==> config.mk <==
export PLATFORM = sky130hd
export DESIGN_NAME = mmtb_top
export DESIGN_NICKNAME = d
export VERILOG_FILES = /design/src/core/mmtb_pkg.sv /design/src/core/mmtb_timer.sv /design/src/core/mmtb_top.sv
export VERILOG_INCLUDE_DIRS = /design/src /design/src/core
export SDC_FILE = /design/constraint.sdc
export NUM_CORES = 1
export LEC_CHECK = 0
export BUFFER_PORTS_ARGS = -buffer_cell sky130_fd_sc_hd__buf_2
export CORE_MARGIN = 10
export CORE_UTILIZATION = 55
export CTS_CLUSTER_DIAMETER = 120
export DETAILED_ROUTE_END_ITERATION = 8
export PLACE_DENSITY = 0.8
export SYNTH_ARGS = -nofsm -noshare
export SYNTH_HDL_FRONTEND = slang
export SYNTH_SLANG_ARGS = --single-unit
export TNS_END_PERCENT = 1
==> constraint.sdc <==
create_clock -name hclk -period 2.4 [get_ports hclk]
set_input_delay 0 -clock hclk [delete_from_list [all_inputs] [get_ports hclk]]
set_output_delay 0 -clock hclk [all_outputs]
set_load 0.05 [all_outputs]
==> src/core/mmtb_params.svh <==
/*
  Offsets, field positions and reset values for the multi-mode timer block.
  Included by the package users; holds definitions only.
*/
`ifndef MMTB_PARAMS_SVH
`define MMTB_PARAMS_SVH

`define MMTB_NUM_INST      3
`define MMTB_INST_STRIDE   12'h010
`define MMTB_OFF_CTRL      12'h000
`define MMTB_OFF_COUNT     12'h004
`define MMTB_OFF_RELOAD_A  12'h008
`define MMTB_OFF_RELOAD_B  12'h00C
`define MMTB_BIT_MODE3     7
`define MMTB_BIT_MODE2     6
`define MMTB_BIT_MODE1     5
`define MMTB_BIT_RUN       4
`define MMTB_BIT_PEND_A    3
`define MMTB_BIT_EN_A      2
`define MMTB_BIT_PEND_B    1
`define MMTB_BIT_EN_B      0
`define MMTB_CTRL_RESET    8'h00
`define MMTB_CNT_RESET     16'h0000

`endif

==> src/core/mmtb_pkg.sv <==
/*
  Types shared by the multi-mode timer block files.
  Assumes nothing of its surroundings.
*/
package mmtb_pkg;

  typedef enum logic [1:0] {
    MMTB_MODE_EVENT   = 2'b00,
    MMTB_MODE_PWM     = 2'b01,
    MMTB_MODE_CAPTURE = 2'b10
  } mmtb_mode_t;

  typedef struct packed {
    logic       mode3;
    logic       mode2;
    logic       mode1;
    logic       run;
    logic       pend_a;
    logic       en_a;
    logic       pend_b;
    logic       en_b;
  } mmtb_ctrl_t;

  typedef struct packed {
    logic        ctrl_we;
    logic [7:0]  ctrl_wdata;
    logic        cnt_we;
    logic        ra_we;
    logic        rb_we;
    logic [15:0] wdata;
  } mmtb_wr_t;

endpackage : mmtb_pkg

==> src/core/mmtb_timer.sv <==
/*
  One timer instance: down-counter, two reload/capture registers, control.
  Assumes pin inputs already synchronised to hclk and writes one cycle wide.
*/
// The AHB-Lite register port and the placing of the registers are this design's own decisions.
`timescale 1ns/1ns
`default_nettype none
`include "mmtb_params.svh"

module mmtb_timer (
  input  wire logic              hclk,
  input  wire logic              hresetn,
  input  wire mmtb_pkg::mmtb_wr_t wr,
  input  wire logic              pin_a_s,
  input  wire logic              pin_b_s,
  output var  mmtb_pkg::mmtb_ctrl_t ctrl,
  output var  logic [15:0]       count,
  output var  logic [15:0]       reload_a,
  output var  logic [15:0]       reload_b,
  output var  logic              pin_a_out,
  output var  logic              pin_a_oe,
  output var  logic              irq
);

  mmtb_pkg::mmtb_ctrl_t ctrl_ff;
  logic [15:0]          count_ff;
  logic [15:0]          ra_ff;
  logic [15:0]          rb_ff;
  logic                 pa_d_ff;
  logic                 pb_d_ff;
  logic                 next_b_ff;
  logic                 tog_ff;
  mmtb_pkg::mmtb_mode_t mode;
  logic                 rise_a;
  logic                 fall_a;
  logic                 rise_b;
  logic                 fall_b;
  logic                 edge_a;
  logic                 edge_b;
  logic                 dec;
  logic                 uflow;
  logic                 set_pa;
  logic                 set_pb;
  logic                 set_run;
  mmtb_pkg::mmtb_ctrl_t wv;

  always_comb begin
    if (ctrl_ff.mode2) begin
      mode = mmtb_pkg::MMTB_MODE_CAPTURE;
    end else if (ctrl_ff.mode3) begin
      mode = mmtb_pkg::MMTB_MODE_PWM;
    end else begin
      mode = mmtb_pkg::MMTB_MODE_EVENT;
    end
  end

  assign rise_a = pin_a_s & ~pa_d_ff;
  assign fall_a = ~pin_a_s & pa_d_ff;
  assign rise_b = pin_b_s & ~pb_d_ff;
  assign fall_b = ~pin_b_s & pb_d_ff;
  assign edge_a = ctrl_ff.mode1 ? fall_a : rise_a;
  assign edge_b = ctrl_ff.mode3 ? fall_b : rise_b;
  assign wv     = mmtb_pkg::mmtb_ctrl_t'(wr.ctrl_wdata);

  always_comb begin
    unique case (mode)
      mmtb_pkg::MMTB_MODE_PWM:     dec = ctrl_ff.run;
      mmtb_pkg::MMTB_MODE_EVENT:   dec = ctrl_ff.run & edge_a;
      mmtb_pkg::MMTB_MODE_CAPTURE: dec = 1'b1;
      default:                     dec = 1'b0;
    endcase
  end

  assign uflow   = dec && (count_ff == 16'h0000);
  assign set_pa  = ((mode == mmtb_pkg::MMTB_MODE_PWM) && uflow && !next_b_ff)
                 || ((mode == mmtb_pkg::MMTB_MODE_EVENT) && uflow)
                 || ((mode == mmtb_pkg::MMTB_MODE_CAPTURE) && edge_a);
  assign set_pb  = ((mode == mmtb_pkg::MMTB_MODE_PWM) && uflow && next_b_ff)
                 || ((mode == mmtb_pkg::MMTB_MODE_EVENT) && rise_b)
                 || ((mode == mmtb_pkg::MMTB_MODE_CAPTURE) && edge_b);
  assign set_run = (mode == mmtb_pkg::MMTB_MODE_CAPTURE) && uflow;

  always_ff @(posedge hclk or negedge hresetn) begin
    if (!hresetn) begin
      pa_d_ff <= 1'b0;
      pb_d_ff <= 1'b0;
    end else begin
      pa_d_ff <= pin_a_s;
      pb_d_ff <= pin_b_s;
    end
  end

  always_ff @(posedge hclk or negedge hresetn) begin
    if (!hresetn) begin
      ctrl_ff <= mmtb_pkg::mmtb_ctrl_t'(`MMTB_CTRL_RESET);
    end else begin
      if (wr.ctrl_we) begin
        ctrl_ff.mode3 <= wv.mode3;
        ctrl_ff.mode2 <= wv.mode2;
        ctrl_ff.mode1 <= wv.mode1;
        ctrl_ff.en_a  <= wv.en_a;
        ctrl_ff.en_b  <= wv.en_b;
      end
      ctrl_ff.pend_a <= set_pa | (wr.ctrl_we ? wv.pend_a : ctrl_ff.pend_a);
      ctrl_ff.pend_b <= set_pb | (wr.ctrl_we ? wv.pend_b : ctrl_ff.pend_b);
      ctrl_ff.run    <= set_run | (wr.ctrl_we ? wv.run : ctrl_ff.run);
    end
  end

  always_ff @(posedge hclk or negedge hresetn) begin
    if (!hresetn) begin
      next_b_ff <= 1'b0;
    end else if (wr.ctrl_we && wv.run && !ctrl_ff.run) begin
      next_b_ff <= 1'b0;
    end else if ((mode == mmtb_pkg::MMTB_MODE_PWM) && uflow) begin
      next_b_ff <= ~next_b_ff;
    end
  end

  always_ff @(posedge hclk or negedge hresetn) begin
    if (!hresetn) begin
      count_ff <= `MMTB_CNT_RESET;
    end else if (wr.cnt_we) begin
      count_ff <= wr.wdata;
    end else if ((mode == mmtb_pkg::MMTB_MODE_PWM) && uflow) begin
      count_ff <= next_b_ff ? rb_ff : ra_ff;
    end else if (dec) begin
      count_ff <= count_ff - 16'h0001;
    end
  end

  always_ff @(posedge hclk or negedge hresetn) begin
    if (!hresetn) begin
      ra_ff <= `MMTB_CNT_RESET;
    end else if ((mode == mmtb_pkg::MMTB_MODE_CAPTURE) && edge_a) begin
      ra_ff <= count_ff;
    end else if (wr.ra_we) begin
      ra_ff <= wr.wdata;
    end
  end

  always_ff @(posedge hclk or negedge hresetn) begin
    if (!hresetn) begin
      rb_ff <= `MMTB_CNT_RESET;
    end else if ((mode == mmtb_pkg::MMTB_MODE_CAPTURE) && edge_b) begin
      rb_ff <= count_ff;
    end else if (wr.rb_we) begin
      rb_ff <= wr.wdata;
    end
  end

  always_ff @(posedge hclk or negedge hresetn) begin
    if (!hresetn) begin
      tog_ff    <= 1'b0;
      pin_a_oe  <= 1'b0;
      pin_a_out <= 1'b0;
      irq       <= 1'b0;
    end else begin
      if ((mode == mmtb_pkg::MMTB_MODE_PWM) && ctrl_ff.mode1 && uflow) begin
        tog_ff <= ~tog_ff;
      end
      pin_a_oe  <= (mode == mmtb_pkg::MMTB_MODE_PWM) && ctrl_ff.mode1;
      pin_a_out <= tog_ff;
      irq       <= (ctrl_ff.pend_a & ctrl_ff.en_a) | (ctrl_ff.pend_b & ctrl_ff.en_b)
                 | ((mode == mmtb_pkg::MMTB_MODE_CAPTURE) & ctrl_ff.run & ctrl_ff.en_a);
    end
  end

  assign ctrl     = ctrl_ff;
  assign count    = count_ff;
  assign reload_a = ra_ff;
  assign reload_b = rb_ff;

endmodule : mmtb_timer
`default_nettype wire

==> src/core/mmtb_top.sv <==
/*
  Multi-mode timer block: three identical timers behind an AHB-Lite slave.
  Assumes a single-master AHB-Lite bus on hclk; timer pins are asynchronous.
*/
//
// Overview of operation
// 16-bit counter plus two reload/capture registers
// three identical timer instances
// mode bits select event, PWM, capture
// PWM counts down, alternating reloads on underflow
// first reload from A, then B, A...
// toggle option inverts pin A per underflow
// reload from A sets pend A, B pend B
// interrupt when pending and enabled
// software alone clears pending flags
// event mode counts selected pin A edges
// event mode underflow sets pend A
// event mode pin B rise sets pend B
// no waveform on pin A in event mode
// capture mode counts every cycle
// capture copies counter on selected edges
// pin A and B polarities independent
// capture triggers set pend A, pend B
// capture underflow sets run bit, shares A
// software clears run bit entering capture
// run bit starts and stops PWM/event
// control byte layout mode, run, flags
// counter and reloads need no power-up value
// underflow when decrementing past zero
// hardware set beats software clear
`timescale 1ns/1ns
`default_nettype none
`include "mmtb_params.svh"

module mmtb_top #(
  parameter int NUM_INST = `MMTB_NUM_INST
) (
  input  wire logic                hclk,
  input  wire logic                hresetn,
  input  wire logic                hsel,
  input  wire logic [11:0]         haddr,
  input  wire logic [1:0]          htrans,
  input  wire logic                hwrite,
  input  wire logic [2:0]          hsize,
  input  wire logic [31:0]         hwdata,
  input  wire logic                hready,
  output var  logic [31:0]         hrdata,
  output var  logic                hreadyout,
  output var  logic                hresp,
  input  wire logic [NUM_INST-1:0] pin_a_in,
  input  wire logic [NUM_INST-1:0] pin_b_in,
  output var  logic [NUM_INST-1:0] pin_a_out,
  output var  logic [NUM_INST-1:0] pin_a_oe,
  output var  logic [NUM_INST-1:0] irq
);

  logic [NUM_INST-1:0] pa_m_ff;
  logic [NUM_INST-1:0] pa_s_ff;
  logic [NUM_INST-1:0] pb_m_ff;
  logic [NUM_INST-1:0] pb_s_ff;
  logic                wpend_ff;
  logic [11:0]         waddr_ff;
  logic                rd_now;
  logic                wr_now;
  logic [31:0]         nxt_rdata;

  mmtb_pkg::mmtb_ctrl_t ctrl_v [NUM_INST];
  logic [15:0]          cnt_v  [NUM_INST];
  logic [15:0]          ra_v   [NUM_INST];
  logic [15:0]          rb_v   [NUM_INST];
  logic [NUM_INST-1:0]  pao_v;
  logic [NUM_INST-1:0]  paoe_v;
  logic [NUM_INST-1:0]  irq_v;

  function automatic logic [7:0] reg_sel(input logic [11:0] a);
    reg_sel = a[11:4];
  endfunction : reg_sel

  function automatic logic [3:0] reg_off(input logic [11:0] a);
    reg_off = a[3:0];
  endfunction : reg_off

  assign hreadyout = 1'b1;
  assign hresp     = 1'b0;
  assign wr_now    = hsel && hready && htrans[1] && hwrite;
  assign rd_now    = hsel && hready && htrans[1] && !hwrite;

  always_ff @(posedge hclk or negedge hresetn) begin
    if (!hresetn) begin
      pa_m_ff <= '0;
      pa_s_ff <= '0;
      pb_m_ff <= '0;
      pb_s_ff <= '0;
    end else begin
      pa_m_ff <= pin_a_in;
      pa_s_ff <= pa_m_ff;
      pb_m_ff <= pin_b_in;
      pb_s_ff <= pb_m_ff;
    end
  end

  always_ff @(posedge hclk or negedge hresetn) begin
    if (!hresetn) begin
      wpend_ff <= 1'b0;
      waddr_ff <= 12'h000;
    end else begin
      wpend_ff <= wr_now;
      if (wr_now) begin
        waddr_ff <= haddr;
      end
    end
  end

  always_comb begin
    nxt_rdata = 32'h00000000;
    for (int i = 0; i < NUM_INST; i++) begin
      if (reg_sel(haddr) == 8'(i)) begin
        unique case (reg_off(haddr))
          4'h0:    nxt_rdata = {24'h000000, ctrl_v[i]};
          4'h4:    nxt_rdata = {16'h0000, cnt_v[i]};
          4'h8:    nxt_rdata = {16'h0000, ra_v[i]};
          4'hC:    nxt_rdata = {16'h0000, rb_v[i]};
          default: nxt_rdata = 32'h00000000;
        endcase
      end
    end
  end

  always_ff @(posedge hclk or negedge hresetn) begin
    if (!hresetn) begin
      hrdata <= 32'h00000000;
    end else if (rd_now) begin
      hrdata <= nxt_rdata;
    end
  end

  for (genvar g = 0; g < NUM_INST; g++) begin : g_tmr
    mmtb_pkg::mmtb_wr_t wr_g;
    logic               hit;

    assign hit             = wpend_ff && (reg_sel(waddr_ff) == 8'(g));
    assign wr_g.ctrl_we    = hit && (reg_off(waddr_ff) == 4'h0);
    assign wr_g.cnt_we     = hit && (reg_off(waddr_ff) == 4'h4);
    assign wr_g.ra_we      = hit && (reg_off(waddr_ff) == 4'h8);
    assign wr_g.rb_we      = hit && (reg_off(waddr_ff) == 4'hC);
    assign wr_g.ctrl_wdata = hwdata[7:0];
    assign wr_g.wdata      = hwdata[15:0];

    mmtb_timer u_tmr (
      .hclk      (hclk),
      .hresetn   (hresetn),
      .wr        (wr_g),
      .pin_a_s   (pa_s_ff[g]),
      .pin_b_s   (pb_s_ff[g]),
      .ctrl      (ctrl_v[g]),
      .count     (cnt_v[g]),
      .reload_a  (ra_v[g]),
      .reload_b  (rb_v[g]),
      .pin_a_out (pao_v[g]),
      .pin_a_oe  (paoe_v[g]),
      .irq       (irq_v[g])
    );
  end

  assign pin_a_out = pao_v;
  assign pin_a_oe  = paoe_v;
  assign irq       = irq_v;

endmodule : mmtb_top
`default_nettype wire

==> impl_metrics.yaml <==
grt:
  antenna_found_initial: 0
  grt-ovfl-total: 0
  grt_pass1_vias: 11946
  track_usage_pct: 26.7
  grt_start_max_net_pins: 89
  grt_pass1_wl_mm: 67.0
final_layout:
  multiInputGateArea_um2: 7070
  num_antenna_cells: 0
  final_nets: 1620
  stdcell_count: 1897
  area_delta_synth_final_pct: 17.3
  ff_latch_area_um2: 5760
  drive_above_1_share_pct: 19.5
  num-fill-cells: 1936
synthesis:
  synthSimpleGateAreaFrac_pct: 15.7
  synth_compound_area_share_pct: 16.5
  synth_cell_types: 67
  ys_ff_latch: 230
  synth_ff_type: "dfrtp_1"
  synthArstFlopShare_pct: 100
  synth_xor_area_share_pct: 1.56
  synth_fa_ha_area_share_pct: 0.557
  synth-seq-area-share_pct: 42.7
  synth_top_area_share_pct: 42.7
  syn_inst: 1453
  synth.area.top_cells: "dfrtp_1 43%, mux2i_1 11%, nand2_1 5.9%, o21ai_0 5.2%, mux2_2 4.6%"
  yosysTopAreaCell: "dfrtp_1"
  avgSynthCellArea_um2: 9.28
  synth_top_family_by_area: "multiplexers"
  syn_area_um2: 13500
  yosys_warnings: 0
  synth_edf_count: 0
  muxShareOfSynthArea_pct: 17.3
clocking:
  cts_buffer_depth: 3
  clk_latency_ns: 0.54
  cts_buffers: 26
  cts_sinks: 230
  htreeDepth: 1
  clkTransAtPathRegs_ns: 0.06
  cts_tree: "built"
  clock-root-buffer: "clkbuf_16"
route:
  drtIter0Drc: 1439
  drtPass1Iterations: 6
  drc: 0
  avgViaCountPerCell: 6.36
  routed_wl_mm: 42.4
  routed-via-count: 12067
  antenna_left: 0
  routedWlPerCell_um: 22.4
timing:
  finalClockSkew_ns: 0.00775
  min_period_ns: 2.37
  tightest_slew_ns: 0.747
  fin_ws_ns: 0.0314
  tns_ns: 0
  maxSlewHeadroom_pct: 49.9
  fin_crit_sh_pct: 98.7
  max_clock_freq_mhz: 422
  drv_slew: 0
  finalSetupViolCount: 0
  hold_viol: 0
  rsz0062_at_grt: "true"
worst_setup_path:
  crit_type: "reg -> reg"
  crit_required_ns: 2.83
  critPathBufInv: 0
  worstPathMaxFanout: 9
  critical-path-max-stage-delay_ns: 0.54
  cpMostUsedCell: "or4_4"
  crit_family: "simple AND/OR/NAND/NOR gates"
  cp_cell_sequence: "or4_4 -> or4_4 -> or3_4 -> a211oi_2 -> o311ai_1 -> o21a_1"
  end_kind: "flop"
  start_kind: "flop"
  critPathSlowestCell: "or4_4"
  arrival_ns: 2.80
min_path:
  hold_path.class: "in -> reg"
placement:
  hpwl_mm: 29.3
  place_congestion: 0.954
  dp.cells: 1813
  portBuffers: 64
  place_ws_ns: 0.0213
power_and_ir_drop:
  leakagePower_uw: 0.00768
  max-vdd-ir-drop_mv: 0.759
  power_uw: 14100
  power_density_nw_per_um2: 889
die:
  start_util_pct: 55.6
  std_cell_rows: 57
  io_pins: 103
  fp.dieW_um: 177
  die_area_um2: 31200
  core_um2: 24200
  fp.dieH_um: 177
flow_run:
  maxCapViolCount: 0
run_status:
  status: "completed"
## cell usage after synthesis (all sizes together) (3+ instances only)
cell / count
a211o: 8
a211oi: 4
a21boi: 6
a21o: 10
a21oi: 52
a221o: 11
a221oi: 9
a22o: 4
a22oi: 26
a31oi: 17
a32o: 7
and2: 4
and3: 5
buf: 52
clkbuf: 99
dfrtp: 230
ha: 6
inv: 15
mux2: 55
mux2i: 149
mux4: 10
nand2: 211
nand2b: 4
nand3: 41
nand3b: 4
nand4: 10
nand4b: 3
nor2: 77
nor2b: 12
nor3: 33
nor3b: 9
nor4: 16
nor4b: 3
o211ai: 10
o21a: 7
o21ai: 146
o22ai: 23
o31ai: 5
or3: 11
or4: 4
xnor2: 14
xor2: 10
## cells in the final DEF (no fill, tap or decap), types with 7 or more instances in the layout
| master | Yosys | layout |
|---|---|---|
| or3_1 | 10 | 10 |
| o22ai_1 | 23 | 23 |
| a21oi_1 | 52 | 52 |
| a22oi_1 | 26 | 26 |
| nand4_1 | 10 | 10 |
| o21ai_0 | 141 | 140 |
| nor4_1 | 15 | 15 |
| mux4_2 | 10 | 10 |
| clkbuf_16 | 0 | 27 |
| nor3b_1 | 9 | 9 |
| nor2_1 | 77 | 76 |
| buf_2 | 3 | 63 |
| mux2_2 | 55 | 55 |
| dfrtp_1 | 230 | 230 |
| a31oi_1 | 17 | 17 |
| xor2_1 | 10 | 10 |
| a32o_1 | 7 | 7 |
| a21o_1 | 10 | 10 |
| conb_1 | 2 | 18 |
| o21a_1 | 7 | 7 |
| buf_4 | 28 | 102 |
| inv_1 | 15 | 15 |
| nand2_1 | 211 | 211 |
| mux2i_1 | 149 | 149 |
| o211ai_1 | 10 | 10 |
| dlygate4sd3_1 | 0 | 34 |
| a221oi_1 | 9 | 9 |
| xnor2_1 | 14 | 14 |
| nor3_1 | 32 | 30 |
| a211o_1 | 8 | 8 |
| nor2b_1 | 12 | 12 |
| a221o_1 | 11 | 11 |
| nand3_1 | 41 | 41 |
## repair_timing
action,CTS,global route
hold buffers,34,0
endpoints found under the setup margin,0,23
gates resized for setup,0,6
buffers inserted,0,3
hold endpoints to repair,247,0
## cell type report
class	count	share of cell area (%)
Clock buffer	35	4.84
Clock inverter	12	1.19
Inverter	15	0.356
Multi-Input combinational cell	1073	44.7
Sequential cell	230	36.4
Tap cell	324	2.56
Timing Repair Buffer	208	9.93
## worst reg2reg max path, stage by stage (launching register included)
cell	delay, ns
dfrtp_1	0.38
or4_4	0.54
or4_4	0.46
or3_4	0.46
a211oi_2	0.21
o311ai_1	0.10
o21a_1	0.12
## logic make-up (layout without fill, tap and decap cells)
| kind of cell | after synthesis | in the layout |
|---|---|---|
| fa+ha+maj | 6 | 6 |
| flops | 230 | 230 |
| buf+inv | 166 | 270 |
| mux | 214 | 214 |
| other cells | 2 | 18 |
| simple gates | 454 | 454 |
| xor+xnor | 24 | 24 |
| compound gates | 357 | 357 |
## registers in the layout (all words and copies together), names as in the netlist
| name | cells |
|---|---|
| g_tmr.u_tmr.count | 48 |
| g_tmr.u_tmr.ctrl | 24 |
| g_tmr.u_tmr.irq | 3 |
| g_tmr.u_tmr.next_b_ff | 3 |
| g_tmr.u_tmr.pa_d_ff | 3 |
| g_tmr.u_tmr.pb_d_ff | 3 |
| g_tmr.u_tmr.pin_a_oe | 3 |
| g_tmr.u_tmr.pin_a_out | 3 |
| g_tmr.u_tmr.reload_a | 48 |
| g_tmr.u_tmr.reload_b | 48 |
| g_tmr.u_tmr.tog_ff | 3 |
| hrdata | 16 |
| pa_m_ff | 3 |
| pa_s_ff | 3 |
| pb_m_ff | 3 |
| pb_s_ff | 3 |
| waddr_ff | 12 |
| wpend_ff | 1 |
## per-layer routing
layer	GRT usage [%]	share of wire [%]	wire length, um	vias up
met5	0	0	0	-
met1	35.2	40	17000	5875
met2	41.6	45	19200	643
li1	-	-	-	5398
met3	5.04	9.3	3960	151
met4	12.6	5.3	2250	0
## where the power goes
part | leakage [uW] | switching [uW] | total (uW) | internal (uW)
clock network | 0.000476 | 1670 | 4440 | 2760
logic | 0.00457 | 2110 | 3850 | 1730
registers | 0.00264 | 956 | 5780 | 4820
total | 0.00768 | 4740 | 14100 | 9320
## worst paths after layout
check | start | to | slack, ns | cells past startpoint
max | g_tmr[1].u_tmr.count[10] | g_tmr[1].u_tmr.count[12] | 0.03 | 6
min | hwrite | hrdata[14] | 0.006 | 3
max reg2reg | g_tmr[1].u_tmr.count[10] | g_tmr[1].u_tmr.count[12] | 0.03 | 6
min reg2reg | pa_m_ff[0] | pa_s_ff[0] | 0.35 | 0
max in group asynchronous | hresetn | g_tmr[2].u_tmr.count[9] | 1.49 | 3
min in group asynchronous | hresetn | waddr_ff[7] | 0.06 | 2
## stage by stage
stage / instance area, um2 / utilization, % / hold slack [ns]
5_1_grt: 15800 / 65.2 / 0.0459
6_report: 15800 / 65.2 / 0.00639
4_1_cts: 15800 / 65.0 / 0.00947
3_5_place_dp: 14500 / 59.7 / 0.0569
2_1_floorplan: 13500 / - / -0.296
3_3_place_gp: 14500 / 59.7 / 0.0582
(Power assumes the default switching activity.)
